$ cat src/core/csd_defs.svh
// Behaviour
// - boundary-scan select low forces test mode, ignoring control source pins
// - select high: source 11b hardwired, 00b four-wire serial, 01b two-wire serial
// - output interface type comes only from its pins: 00b CML, 01b LVDS, 11b high-swing
// - swing code 00b turns outputs off; 01b..11b give rising swing levels
// - serial modes take per-channel swing from output control bits 7:6
// - serial modes enable channel data output from output control bit 2, default on
// - serial modes invert channel data when output control bit 3 set, default off
// - hardwired mode takes its configuration from straps after power-up reset
// - hardwired mode: multifunction pins 3:0 give line rate for all channels
// - hardwired: pre-emphasis strap low enables, high or floating disables
// - hardwired: clock strap low enables all clocks at data swing, high turns off
// - hardwired: clock polarity strap low inverts clock, high keeps standard
// - hardwired: data polarity strap low inverts data, high keeps standard
// - hardwired: equalizer strap low enables equalization, high disables
// - hardwired: bypass strap low bypasses and powers down retimers, high enables
// - hardwired: pins 9:8 give swing code, 00b disables outputs, float gives 11b
`ifndef CSD_DEFS_SVH
`define CSD_DEFS_SVH

`define CSD_NCH 4

`define CSD_OFF_OCTL0 8'h00
`define CSD_OFF_GCTL 8'h04
`define CSD_OFF_GCTL2 8'h05
`define CSD_OFF_STATUS 8'h06
`define CSD_OFF_STRAP_LO 8'h07
`define CSD_OFF_STRAP_HI 8'h08

`define CSD_OCTL_RST 8'hc4
`define CSD_GCTL_RST 8'h00
`define CSD_GCTL2_RST 8'h00

`define CSD_OCTL_SW_HI 7
`define CSD_OCTL_SW_LO 6
`define CSD_OCTL_INV 3
`define CSD_OCTL_EN 2
`define CSD_GCTL_RATE_HI 3
`define CSD_GCTL_PRE 4
`define CSD_GCTL_CLKEN 5
`define CSD_GCTL_CLKINV 6
`define CSD_GCTL_EQ 7
`define CSD_GCTL2_BYP 0

`define CSD_MF_RATE_HI 3
`define CSD_MF_PRE 4
`define CSD_MF_CLK 5
`define CSD_MF_CLKINV 6
`define CSD_MF_DINV 7
`define CSD_MF_LVL_LO 8
`define CSD_MF_LVL_HI 9
`define CSD_MF_EQ 10
`define CSD_MF_BYP 11

`define CSD_CTRL_FOUR 2'h0
`define CSD_CTRL_TWO 2'h1
`define CSD_CTRL_HARD 2'h3
`define CSD_OUTSEL_BAD 2'h2
`define CSD_SWING_OFF 2'h0

// swing levels in mV
`define CSD_MV_OFF 11'h000
`define CSD_MV_550 11'h226
`define CSD_MV_900 11'h384
`define CSD_MV_1200 11'h4b0
`define CSD_MV_450 11'h1c2
`define CSD_MV_650 11'h28a
`define CSD_MV_1000 11'h3e8
`define CSD_MV_1500 11'h5dc

`endif

$ cat src/core/csd_pkg.sv
`include "csd_defs.svh"
package csd_pkg;
    typedef enum logic [1:0] {
        CSD_M_FOUR = 2'h0,
        CSD_M_TWO = 2'h1,
        CSD_M_JTAG = 2'h2,
        CSD_M_HARD = 2'h3
    } csd_mode_t;

    typedef enum logic [1:0] {
        CSD_IF_CML = 2'h0,
        CSD_IF_LVDS = 2'h1,
        CSD_IF_BAD = 2'h2,
        CSD_IF_HICML = 2'h3
    } csd_iface_t;

    typedef struct packed {
        logic load;
        logic [11:0] strap;
        logic [`CSD_NCH-1:0][7:0] octl;
        logic [7:0] gctl;
        logic [7:0] gctl2;
        logic [7:0] rdata;
        csd_mode_t mode;
        csd_iface_t iface;
        logic iface_bad;
        logic [3:0] rate;
        logic pre;
        logic eq;
        logic byp;
        logic clk_inv;
        logic [`CSD_NCH-1:0][1:0] swing;
        logic [`CSD_NCH-1:0] dat_en;
        logic [`CSD_NCH-1:0] dat_inv;
        logic [`CSD_NCH-1:0] clk_en;
        logic [`CSD_NCH-1:0][10:0] mv;
    } csd_state_t;
endpackage

$ cat src/core/csd_ctrl_decoder.sv
// The strobed register port and the register offsets were left to the implementer.
`timescale 1ns/1ps
`default_nettype none
`include "csd_defs.svh"
module csd_ctrl_decoder (
    input wire logic CLOCK, // 50 MHz clock
    input wire logic RST, // sync reset, active high
    input wire logic BOUNDARY_SCAN_SELECT_N, // low: test mode
    input wire logic [1:0] CTRL_SOURCE_SEL, // control source pins
    input wire logic [1:0] OUTPUT_MODE_SEL, // interface type pins
    input wire logic [11:0] MULTIFUNCTION_PINS, // strap pins
    input wire logic [7:0] REG_ADDR, // register address
    input wire logic [7:0] REG_WDATA, // write data
    input wire logic REG_WR, // write strobe
    input wire logic REG_RD, // read strobe
    output logic [7:0] REG_RDATA, // read data, cycle after strobe
    output logic [1:0] CONTROL_MODE, // decoded mode code
    output logic JTAG_MODE, // test mode active
    output logic HARDWIRED_MODE, // strap mode active
    output logic [1:0] INTERFACE_TYPE, // output interface type
    output logic INTERFACE_UNSUPPORTED, // select pins at 10b
    output logic [3:0] LINE_RATE, // line rate code, all channels
    output logic PREEMPHASIS_EN, // pre-emphasis on
    output logic EQUALIZER_EN, // input equalization on
    output logic RETIMER_BYPASS, // retimers bypassed, powered down
    output logic CLOCK_INVERT, // recovered clock inverted
    output logic [2*`CSD_NCH-1:0] SWING_LEVEL, // 2-bit code per channel
    output logic [11*`CSD_NCH-1:0] SWING_MV, // mV per channel
    output logic [`CSD_NCH-1:0] DATA_OUT_EN, // data output on
    output logic [`CSD_NCH-1:0] DATA_INVERT, // data polarity flip
    output logic [`CSD_NCH-1:0] CLOCK_OUT_EN // clock output on
);
    csd_pkg::csd_state_t s_reg;
    csd_pkg::csd_state_t s_next;
    logic [`CSD_NCH-1:0][10:0] lvl_mv;
    logic [2:0] wr_hit;

    // {hit, channel} for the per-channel output control block
    function automatic logic [2:0] octl_hit(input logic [7:0] a);
        logic [7:0] d;
        d = a - `CSD_OFF_OCTL0;
        octl_hit = {d < 8'(`CSD_NCH), d[1:0]};
    endfunction

    function automatic logic [7:0] rd_mux(input logic [7:0] a,
                                          input csd_pkg::csd_state_t st);
        logic [2:0] h;
        h = octl_hit(a);
        rd_mux = 8'h00;
        if (h[2]) begin
            rd_mux = st.octl[h[1:0]];
        end else begin
            case (a)
                `CSD_OFF_GCTL: rd_mux = st.gctl;
                `CSD_OFF_GCTL2: rd_mux = st.gctl2;
                `CSD_OFF_STATUS: rd_mux = {3'h0, st.iface_bad,
                                           st.iface, st.mode};
                `CSD_OFF_STRAP_LO: rd_mux = st.strap[7:0];
                `CSD_OFF_STRAP_HI: rd_mux = {4'h0, st.strap[11:8]};
                default: rd_mux = 8'h00;
            endcase
        end
    endfunction

    // one level map per channel, fed from the registered code
    // so the mV value trails the swing code by one cycle
    generate
        for (genvar g = 0; g < `CSD_NCH; g++) begin : g_lvl
            csd_level_map u_map (
                .IFACE(s_reg.iface),
                .CODE(s_reg.swing[g]),
                .MV(lvl_mv[g])
            );
        end
    endgenerate

    assign wr_hit = octl_hit(REG_ADDR);

    always_comb begin
        s_next = s_reg;
        s_next.rdata = 8'h00;
        s_next.mv = lvl_mv;

        if (!BOUNDARY_SCAN_SELECT_N) begin
            s_next.mode = csd_pkg::CSD_M_JTAG;
        end else begin
            case (CTRL_SOURCE_SEL)
                `CSD_CTRL_HARD: s_next.mode = csd_pkg::CSD_M_HARD;
                `CSD_CTRL_TWO: s_next.mode = csd_pkg::CSD_M_TWO;
                `CSD_CTRL_FOUR: s_next.mode = csd_pkg::CSD_M_FOUR;
                // undefined source code kept on register control
                default: s_next.mode = csd_pkg::CSD_M_FOUR;
            endcase
        end

        // type is never writable by software
        s_next.iface = csd_pkg::csd_iface_t'(OUTPUT_MODE_SEL);
        s_next.iface_bad = (OUTPUT_MODE_SEL == `CSD_OUTSEL_BAD);

        // straps sampled once, on the first cycle after reset release
        if (s_reg.load) begin
            s_next.strap = MULTIFUNCTION_PINS;
            s_next.load = 1'b0;
        end

        if (REG_WR) begin
            if (wr_hit[2]) begin
                s_next.octl[wr_hit[1:0]] = REG_WDATA;
            end else if (REG_ADDR == `CSD_OFF_GCTL) begin
                s_next.gctl = REG_WDATA;
            end else if (REG_ADDR == `CSD_OFF_GCTL2) begin
                s_next.gctl2 = REG_WDATA;
            end
        end
        if (REG_RD) begin
            s_next.rdata = rd_mux(REG_ADDR, s_reg);
        end

        if (s_next.mode == csd_pkg::CSD_M_HARD) begin
            s_next.rate = s_reg.strap[`CSD_MF_RATE_HI:0];
            s_next.pre = !s_reg.strap[`CSD_MF_PRE];
            s_next.clk_inv = !s_reg.strap[`CSD_MF_CLKINV];
            s_next.eq = !s_reg.strap[`CSD_MF_EQ];
            s_next.byp = !s_reg.strap[`CSD_MF_BYP];
            for (int i = 0; i < `CSD_NCH; i++) begin
                s_next.swing[i] =
                    s_reg.strap[`CSD_MF_LVL_HI:`CSD_MF_LVL_LO];
                s_next.dat_en[i] =
                    (s_next.swing[i] != `CSD_SWING_OFF);
                s_next.dat_inv[i] = !s_reg.strap[`CSD_MF_DINV];
                s_next.clk_en[i] = !s_reg.strap[`CSD_MF_CLK] &&
                    (s_next.swing[i] != `CSD_SWING_OFF);
            end
        end else begin
            // post-write values, so a write takes effect next cycle
            s_next.rate = s_next.gctl[`CSD_GCTL_RATE_HI:0];
            s_next.pre = s_next.gctl[`CSD_GCTL_PRE];
            s_next.clk_inv = s_next.gctl[`CSD_GCTL_CLKINV];
            s_next.eq = s_next.gctl[`CSD_GCTL_EQ];
            s_next.byp = s_next.gctl2[`CSD_GCTL2_BYP];
            for (int i = 0; i < `CSD_NCH; i++) begin
                s_next.swing[i] = s_next.octl[i]
                    [`CSD_OCTL_SW_HI:`CSD_OCTL_SW_LO];
                s_next.dat_en[i] = s_next.octl[i][`CSD_OCTL_EN] &&
                    (s_next.swing[i] != `CSD_SWING_OFF);
                s_next.dat_inv[i] = s_next.octl[i][`CSD_OCTL_INV];
                s_next.clk_en[i] = s_next.gctl[`CSD_GCTL_CLKEN] &&
                    (s_next.swing[i] != `CSD_SWING_OFF);
            end
        end
    end

    always_ff @(posedge CLOCK) begin
        if (RST) begin
            s_reg <= '0;
            s_reg.load <= 1'b1;
            s_reg.octl <= {`CSD_NCH{`CSD_OCTL_RST}};
            s_reg.gctl <= `CSD_GCTL_RST;
            s_reg.gctl2 <= `CSD_GCTL2_RST;
        end else begin
            s_reg <= s_next;
        end
    end

    assign REG_RDATA = s_reg.rdata;
    assign CONTROL_MODE = s_reg.mode;
    assign JTAG_MODE = (s_reg.mode == csd_pkg::CSD_M_JTAG);
    assign HARDWIRED_MODE = (s_reg.mode == csd_pkg::CSD_M_HARD);
    assign INTERFACE_TYPE = s_reg.iface;
    assign INTERFACE_UNSUPPORTED = s_reg.iface_bad;
    assign LINE_RATE = s_reg.rate;
    assign PREEMPHASIS_EN = s_reg.pre;
    assign EQUALIZER_EN = s_reg.eq;
    assign RETIMER_BYPASS = s_reg.byp;
    assign CLOCK_INVERT = s_reg.clk_inv;
    assign SWING_LEVEL = s_reg.swing;
    assign SWING_MV = s_reg.mv;
    assign DATA_OUT_EN = s_reg.dat_en;
    assign DATA_INVERT = s_reg.dat_inv;
    assign CLOCK_OUT_EN = s_reg.clk_en;
endmodule
`default_nettype wire

$ cat src/core/csd_level_map.sv
`timescale 1ns/1ps
`default_nettype none
`include "csd_defs.svh"
module csd_level_map (
    input wire csd_pkg::csd_iface_t IFACE, // interface type
    input wire logic [1:0] CODE, // swing code
    output logic [10:0] MV // swing in mV, zero when off
);
    always_comb begin
        MV = `CSD_MV_OFF;
        case (IFACE)
            csd_pkg::CSD_IF_CML: begin
                case (CODE)
                    2'h1: MV = `CSD_MV_550;
                    2'h2: MV = `CSD_MV_900;
                    2'h3: MV = `CSD_MV_1200;
                    default: MV = `CSD_MV_OFF;
                endcase
            end
            csd_pkg::CSD_IF_LVDS: begin
                case (CODE)
                    2'h1: MV = `CSD_MV_450;
                    2'h2: MV = `CSD_MV_650;
                    2'h3: MV = `CSD_MV_1000;
                    default: MV = `CSD_MV_OFF;
                endcase
            end
            csd_pkg::CSD_IF_HICML: begin
                case (CODE)
                    2'h1: MV = `CSD_MV_900;
                    2'h2: MV = `CSD_MV_1200;
                    2'h3: MV = `CSD_MV_1500;
                    default: MV = `CSD_MV_OFF;
                endcase
            end
            // unsupported select: drive nothing rather than guess
            default: MV = `CSD_MV_OFF;
        endcase
    end
endmodule
`default_nettype wire

$ cat config.mk
export PLATFORM = sky130hd
export DESIGN_NAME = csd_ctrl_decoder
export DESIGN_NICKNAME = d
export VERILOG_FILES = /design/src/core/csd_pkg.sv /design/src/core/csd_ctrl_decoder.sv /design/src/core/csd_level_map.sv
export VERILOG_INCLUDE_DIRS = /design/src /design/src/core
export SDC_FILE = /design/constraint.sdc
export NUM_CORES = 1
export LEC_CHECK = 0
export BUFFER_PORTS_ARGS = -buffer_cell sky130_fd_sc_hd__buf_2
export CORE_ASPECT_RATIO = 0.6
export CORE_MARGIN = 3
export CORE_UTILIZATION = 50
export CTS_BUF_LIST = sky130_fd_sc_hd__clkbuf_8 sky130_fd_sc_hd__clkbuf_16
export CTS_CLUSTER_DIAMETER = 40
export DETAILED_ROUTE_END_ITERATION = 8
export PLACE_DENSITY = 0.76
export SLEW_MARGIN = 10
export SYNTH_ARGS = -nofsm -noshare
export SYNTH_HDL_FRONTEND = slang
export SYNTH_SLANG_ARGS = --single-unit
$ cat constraint.sdc
create_clock -name CLOCK -period 1.85 [get_ports CLOCK]
set_clock_uncertainty 0.2 [all_clocks]
set_input_delay 0.2775 -clock CLOCK [delete_from_list [all_inputs] [get_ports CLOCK]]
set_output_delay 0.2775 -clock CLOCK [all_outputs]
set_load 0.01 [all_outputs]
---- Yosys cells after proc, flatten, opt, wreduce, memory -nomap -nowiden ----
Cells that the tools add are included.
word-level totals
  RAM bits ................................ 0
  word-level logic and storage cells ...... 121
  flip-flop bits (word level) ............. 146
  output and inout port bits .............. 87
  memories ................................ 0
  bits in latches ......................... 0
  bits of input ports ..................... 37
  bits in read-only memories .............. 0
operators by class
  shift-type cells ........................ 0
  multiplexer cells ....................... 32
  divide/modulo/power cells ............... 0
  equality and inequality tests ........... 25
  $lt $le $gt $ge ......................... 3
  reductions and logical operators ........ 25
  add/subtract/negate cells ............... 0
  $mul .................................... 0
  bitwise gates (word level) .............. 3
operators by type and width
  kind                                                                    count
  11-bit one-hot mux with 3 select lines                                  12
  10-bit one-hot mux with 3 select lines                                  4
  48-bit 2-to-1 mux                                                       1
  8-bit 2-to-1 mux                                                        6
  8-bit one-hot mux with 5 select lines                                   1
  32-bit bitwise mux                                                      1
  8-bit by 3-bit == test with 1-bit output (second input constant)        4
  32-bit 2-to-1 mux                                                       1
  2-bit == test (second input constant)                                   14
  28-bit 2-to-1 mux                                                       1
  8-bit binary-select mux with 2-bit select                               1
  8-bit demux with 2-bit select                                           1
  16-bit 2-to-1 mux                                                       1
  2-bit by 1-bit == test with 1-bit output (second input constant)        6
  1-bit logical AND                                                       10
  2-bit nonzero test                                                      5
  8-bit by 4-bit == test with 1-bit output (second input constant)        1
  8-bit by 3-bit < comparator with 1-bit output (second input constant)   1
  1-bit zero test                                                         6
  2-bit one-hot mux with 2 select lines                                   1
  4-bit AND reduction                                                     1
  2-bit by 3-bit < comparator with 1-bit output (second input constant)   1
  1-bit inverter                                                          3
  2-bit by 1-bit >= comparator with 1-bit output (second input constant)  1
  other kinds (4)                                                         4

---- Logic depth before layout (Yosys ltp) ----
Gate-level depths: netlist of run 1.
  depth after elaboration ................. 10
  gate-level depth with buffers ........... 7
  gate-level depth less buffers ........... 6

---- By module ----
A second synthesis of run 1 with hierarchy kept.
unflattened totals
  cell total of the unflattened synthesis .. 708
  area total of the unflattened synthesis .. 6959.2 µm²
modules (own cells, without submodules)
  module            area each (µm²)  cells each  seq. area each (µm²)  times used
  csd_ctrl_decoder  5968.2           560         2922.8                1
  csd_level_map     247.7            37          0.0                   4

---- Worst setup path after synthesis of run 1 ----
Ideal clock, no wire load.
  path type ............................... input port to flip-flop
  from .................................... in REG_ADDR[7]
  to ...................................... reg s_reg, in the netlist CLOCK_OUT_EN[0]
  stages on the path ...................... 4
  buffers on the path ..................... 0
  data required time ...................... 1.549 ns
  data arrival time ....................... 1.523 ns
  setup time .............................. 0.101 ns
  slack ................................... 0.026 ns
  cells stage by stage .................... or4_4 -> nor4_4 -> nor2_2 -> o41ai_1
between the ends
  cells in the longest elaborated chain, start to end .. 6
  elaborated cells on any way between the ends .. 9
  those cells by class .................... order compare: 1; eq/ne: 1; mux: 5; reduce/logical: 2
ends and longest elaborated chain
  item                                                                                                              line                                              source
  from (decl)                                                                                                       csd_ctrl_decoder.sv:12                            input wire logic [7:0] REG_ADDR,
  8-bit by 3-bit < comparator with 1-bit output / 8-bit by 3-bit == test with 1-bit output (equally long branches)  -
  32-bit 2-to-1 mux / 8-bit 2-to-1 mux (equally long branches)                                                      csd_ctrl_decoder.sv:107, csd_ctrl_decoder.sv:109
  48-bit 2-to-1 mux (*)                                                                                             csd_ctrl_decoder.sv:106                           if (REG_WR) begin
  2-bit nonzero test (no line) / 48-bit 2-to-1 mux (equally long branches)                                          -
  1-bit logical AND (*)                                                                                             csd_ctrl_decoder.sv:147                           s_next.clk_en[i] = s_next.gctl[`CSD_GCTL_CLKEN] &&
  28-bit 2-to-1 mux (*)                                                                                             csd_ctrl_decoder.sv:119                           if (s_next.mode == csd_pkg::CSD_M_HARD) begin
  to (signal assigned)                                                                                              csd_ctrl_decoder.sv:161                           s_reg <= s_next;
  to (decl)                                                                                                         csd_ctrl_decoder.sv:33                            csd_pkg::csd_state_t s_reg;
Every way passes the cells marked *; elsewhere a longest branch is shown, timed or not.
A chain may end at the register's enable or synchronous reset.

---- Final worst setup path of run 1 ----
  from .................................... reg s_reg, in the netlist SWING_LEVEL[1]
  to ...................................... reg s_reg, in the netlist SWING_MV[9]
between the ends
  cells in the longest elaborated chain, start to end .. 3
  elaborated cells on any way between the ends .. 7
  those cells by class .................... eq/ne: 3; mux: 4
ends and longest elaborated chain
  item                                                                              line                                                           source
  2-bit == test / 2-bit by 1-bit == test with 1-bit output (equally long branches)  csd_level_map.sv:13, csd_level_map.sv:21, csd_level_map.sv:29
  11-bit one-hot mux with 3 select lines, or another cell as far along              csd_level_map.sv:29                                            case (CODE)
  11-bit one-hot mux with 3 select lines (*)                                        csd_level_map.sv:11                                            case (IFACE)
Marks and branches as above.

==> results by group, run 1 <==
Global route
  • Largest net degree at the start of global routing: between 90 and 100
  • Initial antenna violation count: 0
  • Vias in the first global route: approximately 5000
  • First-pass GRT wire length: 26.1 mm
  • Grt total ovfl: 0
  • Total GRT Usage: between 20% and 30%

Final layout
  • Design area: roughly 0.0077 sq mm
  • Final Instance Count excl. Fillers: about 940
  • Nets@finish: 829
  • ANT cells: 0
  • Fillers: about 1000
  • Util after Layout: between 60% and 70%
  • Area delta synth->final: 19.5%
  • Storage element area: roughly 0.0028 sq mm
  • Multi-input logic area: around 0.0029 sq mm
  • Share of cells above drive strength 1: between 20 and 30%

Timing
  • Worst slew pin tran: between 0.5 and 0.6 ns
  • Final slew viol count: 0
  • Final Setup Violations: 0
  • Hold Vio Cnt, Final: 0
  • F_max: around 570 MHz
  • Final min period: 1.76 ns
  • RSZ-0062 raised after global routing: no
  • Final Cycle Share: between 90 and 100%
  • Setup TNS: 0 ns
  • Slew Limit Headroom: around 64%

Run status
  • Outcome: complete, no violations

CTS
  • Setup bufs post-CTS: 0
  • CTS tree: yes
  • Worst-Skew Late Latency: around 0.4 ns
  • Root buffer cell: clkbuf_16
  • Worst-path clk slew: about 0.06 ns
  • CTS buffer count: 17
  • Clock buffer depth: 2
  • Clk sinks: approximately 140
  • Max H-tree Level: 4

Logic synthesis
  • Asr flop ratio synth: 0%
  • Cell variety after synth: 49
  • EDFF count, synth: 0
  • Post-Synth Adder-Cell Area: 4.88%
  • Main combinational cell family by area after synthesis: multiplexers
  • Xor/xnor cell area share of the yosys netlist: 0%
  • Sequential area share after synthesis: a little over two fifths
  • Cells after Synth: between 600 and 700
  • Post-Synth Simple-Gate Area: ~14%
  • Post-synth top flop: dfxtp_1
  • Syn Area/Cell: around 9.6 sq um
  • Synth Area in Compound Gates: 9.99%
  • Yosys warnings: 0
  • Synthesized area: ~0.0064 sq mm
  • FF+latch count, synth: approximately 140
  • Mux cell area share after synthesis: 15.6%

Floorplan
  • I/O pins: 124
  • Die area: 0.0143 sq mm
  • Die X: roughly 150 microns
  • Placeable Area: approximately 0.012 sq mm
  • Initial core utilization: between 50% and 60%
  • Die Y: about 94 microns
  • Rows: 31

Power
  • Peak VDD IR: approximately 520 uV
  • P_leak: 3.72 nW
  • PD cells: just over 900 mW/mm^2
  • Total chip power: around 7 mW

Detailed routing
  • WL met3: approximately 1.5 mm
  • Post-route ant nets: 0
  • DRT iter0 DRCs: a little over 500
  • Drt drc: 0
  • Drt first pass iters: 6
  • Routed WL per cell: 17.5 microns
  • Top routing layer used: met4
  • Wl on met1: about 7.4 mm
  • Vias post-DR: approximately 5000
  • Detailed Route WL: between 15 and 20 mm
  • Met2 WL: about 7.4 mm
  • Vias per cell: 5.43

Critical path
  • WP data arrival: 1.91 ns
  • CP Launch Type: flop
  • Critical Path, Cell by Cell: inv_1 -> ha_1 -> or3_1 -> a21bo_2 -> a21oi_1
  • WS Path Type: flop to flop
  • Crit path largest cell delay: ~0.46 ns
  • R2R depth: 5
  • Crit path max fanout: 6
  • WP data required: 2.00 ns
  • CP Capture Type: flop
  • Slowest CP cell: dfxtp_1

Flow run
  • Max Cap Viol: 0

Hold path
  • Hold depth: 3
  • Hold Path Class: input pin to flop

Placed design
  • Post-DP HPWL: between 10 and 15 mm
  • Placed cell areas: a little under 0.007 sq mm
  • Cells after DPL: approximately 900
  • Gpl congestion: approximately 0.89
  • # port buffers: between 100 and 150
-- layout make-up --
class / count / share of cell area, %
sequential: 138 / 36.1
inverter: 15 / 0.735
clock inverter: 13 / 1.71
timing repair buffer: 190 / 15.6
multi-input combinational: 405 / 37.4
clock buffer: 18 / 5.73
tap: 165 / 2.69
-- path summary, 6_finish.rpt --
check	start	end	slack (ns)
min reg2reg	s_reg[143]$_SDFFE_PP0P_	EQUALIZER_EN$_SDFF_PP0_	0.30
max	SWING_LEVEL[1]$_SDFF_PP0_	SWING_MV[9]$_SDFF_PP0_	0.09
min	REG_WDATA[0]	flop	0.01
max reg2reg	SWING_LEVEL[1]$_SDFF_PP0_	SWING_MV[9]$_SDFF_PP0_	0.09
-- synth_stat cells, types with 4 or more instances --
cell / count / area (sq um)
a211oi_1: 6 / 45.0
a21oi_1: 38 / 190
a221oi_1: 5 / 43.8
a22oi_1: 8 / 60.1
buf_1: 4 / 15.0
buf_2: 8 / 40.0
buf_4: 80 / 601
clkbuf_1: 22 / 82.6
dfxtp_1: 138 / 2760
ha_1: 25 / 313
inv_1: 15 / 56.3
mux2_2: 4 / 45.0
mux2i_1: 66 / 661
mux4_2: 13 / 293
nand2_1: 40 / 150
nand3_1: 5 / 25.0
nand4_1: 4 / 25.0
nor2_1: 96 / 360
nor2b_1: 7 / 43.8
nor3_1: 13 / 65.1
nor3b_1: 4 / 30.0
o21ai_0: 20 / 100
o2bb2ai_1: 7 / 61.3
-- cells in the final DEF, fill, tap and decap left out, types with 17 or more instances in the layout --
cell type	instances
inv_1	17
buf_4	52
ha_1	25
a21oi_1	38
o21ai_0	20
clkbuf_16	17
dlygate4sd3_1	17
buf_2	119
nor2_1	95
mux2i_1	66
dfxtp_1	136
nand2_1	40
-- metal layers --
metal,vias to the layer above,GRT usage [%]
li1,2422,-
met4,0,5.98
met1,2442,32.2
met2,240,36.0
met3,24,6.67
met5,-,0
-- report_power, final --
part | leakage, nW | internal, mW | switching, mW
clock | 0.280 | 2.00 | 1.25
combinational | 2.31 | 0.294 | 0.409
sequential | 1.13 | 3.07 | 0.0644
total | 3.72 | 5.36 | 1.72
-- per-stage QoR --
| stage | worst slack [ns] | hold WS, ns |
|---|---|---|
| after floorplan | 0.0259 | 0.105 |
| after global placement | -0.135 | 0.249 |
| after detailed placement | -0.211 | 0.257 |
| after CTS | 0.0497 | 0.00778 |
| after global routing | 0.0104 | 0.0285 |
| final | 0.0853 | 0.0105 |
-- logic make-up (layout without fill, tap and decap cells) --
| family | after synthesis | after routing |
|---|---|---|
| flops | 138 | 138 |
| compound gates | 101 | 101 |
| other cells | 1 | 4 |
| fa+ha+maj | 25 | 25 |
| mux | 83 | 83 |
| simple gates | 192 | 192 |
| buf+inv | 129 | 236 |
-- critical path: cells and delay by family (launching register included) --
| kind | cells | cell delay [ns] |
|---|---|---|
| DFF | 1 | 0.46 |
| and+or+nand+nor | 1 | 0.38 |
| AOI/OAI and AO/OA | 2 | 0.33 |
| adders and majority gates | 1 | 0.23 |
| buffers and inverters | 1 | 0.11 |
-- what timing repair did --
item                       in CTS  in global routing
setup endpoints to repair       0                 12
gates resized for setup         0                  3
hold endpoints to repair       17                  0
hold buffers                   17                  0
Power figures use the tool's default switching activity.
==> inputs of run 2 (changes only) <==
--- a/config.mk
+++ b/config.mk
@@ -13,7 +13,7 @@
 export CTS_BUF_LIST = sky130_fd_sc_hd__clkbuf_8 sky130_fd_sc_hd__clkbuf_16
 export CTS_CLUSTER_DIAMETER = 40
 export DETAILED_ROUTE_END_ITERATION = 8
-export PLACE_DENSITY = 0.76
+export PLACE_DENSITY = 0.82
 export SLEW_MARGIN = 10
 export SYNTH_ARGS = -nofsm -noshare
 export SYNTH_HDL_FRONTEND = slang
==> run 2 against run 1 <==
  * Non-clock buffer count is the same
  * Power up 6.6%
  * Critical path type is now input pin to flop
  * First-iteration DRC count up 3.1%
  * Highest routed layer unchanged
  * Largest cell class unchanged
  * Sequential power about the same
  * Clock power rose by 14%
  * Cell count rose by 0.11%
  * Largest power group unchanged
  * Via count grew 1.3%
  * Sequential share of layout area is 0.35 points lower
==> results by group, run 2 (synthesis results as in run 1) <==
Power
  • P_leak: 3.76 nW
  • Sw Share: 23.6%
  • Switching power: between 1.5 and 2 mW
  • Sequential power share: a little over two fifths
  • Clk pwr share: roughly half
  • Internal power: just under 6 mW
  • Gate power share: a little under a tenth
  • PD cells: a little under 1000 mW/mm^2
  • Peak VDD IR: 622 uV

Run status
  • Outcome: complete, no violations

Placed design
  • Post-DP HPWL: about 12 mm
  • # port buffers: ~120
  • Placed cell areas: about 0.0069 sq mm
  • Gpl congestion: a little under 1

CTS
  • Worst-path clk slew: 0.06 ns
  • CTS buffer count: 17
  • Root buffer cell: clkbuf_16
  • CTS tree: yes
  • Clk sinks: 138
  • Max H-tree Level: 4
  • Clock buffer depth: 2
  • Worst-Skew Late Latency: between 0.4 and 0.5 ns

Critical path
  • WP data arrival: roughly 1.8 ns
  • CP Capture Type: flop
  • WP data required: roughly 1.9 ns
  • Crit path max fanout: 3
  • CP Launch Type: input pin
  • WS Path Type: input pin to flop
  • R2R depth: 5

Global route
  • Grt total ovfl: 0
  • Initial antenna violation count: 0
  • Total GRT Usage: approximately a quarter
  • Vias in the first global route: ~4800
  • Largest net degree at the start of global routing: 94
  • First-pass GRT wire length: between 20 and 30 mm

Floorplan
  • Rows: 31
  • Placeable Area: 0.0123 sq mm
  • Die X: roughly 150 microns
  • Initial core utilization: ~52%
  • Die Y: about 94 microns
  • I/O pins: between 100 and 150
  • Die area: 0.0143 sq mm

Detailed routing
  • Post-route ant nets: 0
  • Detailed Route WL: roughly 17 mm
  • Routed WL per cell: ~18 microns
  • Vias per cell: ~5.5
  • DRT iter0 DRCs: approximately 530
  • Vias post-DR: 5197
  • Drt drc: 0
  • Drt first pass iters: 5

Timing
  • F_max: 570 MHz
  • Hold Vio Cnt, Final: 0
  • Final slew viol count: 0
  • Final Setup Violations: 0
  • Slew Limit Headroom: between 50% and 60%
  • Final Cycle Share: between 90% and 100%
  • RSZ-0062 raised after global routing: no
  • Worst slew pin tran: 0.618 ns
  • Final min period: ~1.8 ns
  • Setup TNS: 0 ns

Final layout
  • Commonest non-fill, non-tap cell in the layout: dfxtp_1
  • Design area: 0.00775 sq mm
  • Nets@finish: 829
  • Area delta synth->final: 20.9%
  • Share of cells above drive strength 1: a little under a third
  • Commonest non-fill, non-tap cells in the layout: dfxtp_1 (133), buf_2 (119), nor2_1 (95)
  • Util after Layout: 63.0%
  • ANT cells: 0

Hold path
  • Hold Path Class: input pin to flop
  • Hold depth: 3

Flow run
  • Max Cap Viol: 0
run 2: path summary, 6_finish.rpt:
path                                                 from                    endpoint  slack, ns
worst min-delay path                         REG_WDATA[1]      s_reg[86]$_SDFFE_PP0P_       0.03
worst max-delay path                          REG_ADDR[7]  CLOCK_OUT_EN[0]$_SDFF_PP0_        0.1
worst max register to register  SWING_LEVEL[0]$_SDFF_PP0_      SWING_MV[9]$_SDFF_PP0_        0.1
worst min register to register                       flop                        flop       0.30
run 2: stage by stage:
step	cells	worst slack (ns)	hold slack (ns)	total power, mW
after floorplan	672	0.0259	0.105	3.67
after global placement	895	-0.164	0.249	3.85
after detailed placement	895	-0.189	0.253	3.86
after CTS	945	0.00125	0.0132	7.58
after global routing	945	0.00756	0.0360	7.82
final	945	0.0952	0.0318	7.54
run 2: metal layers:
metal	vias to the layer above	track usage (%)	part of all wire, %
met5	-	0	0
met4	0	5.46	0.91
met3	19	6.03	9.5
met2	280	34.2	43
met1	2466	34.7	47
li1	2432	-	-
run 2: critical path, cell delays in order:
cell,delay [ns]
buf_2,0.10
or4_4,0.56
nor4_4,0.33
nor2_2,0.09
o41ai_1,0.46
run 2: area by class of cell:
class,instances,area [sq um]
clock inverters,15,223
well taps,165,206
fillers,1025,4550
repair buffers,190,1200
clock buffers,17,425
flip-flops and latches,138,2770
multi-input cells,405,2870
inverters,15,56.3
run 2: power groups by stage:
stage	clock network (mW)	logic [mW]	registers, mW
after detailed placement	0	0.663	3.20
after global placement	0	0.651	3.20
final	3.70	0.707	3.14
after floorplan	0	0.494	3.17
after CTS	3.75	0.697	3.13
after global routing	3.90	0.770	3.15
run 2: timing repair:
item	in CTS	in global routing
buffers inserted	0	0
gates resized for setup	0	7
endpoints found under the setup margin	0	7
endpoints found under the hold margin	18	0
hold buffers	18	0
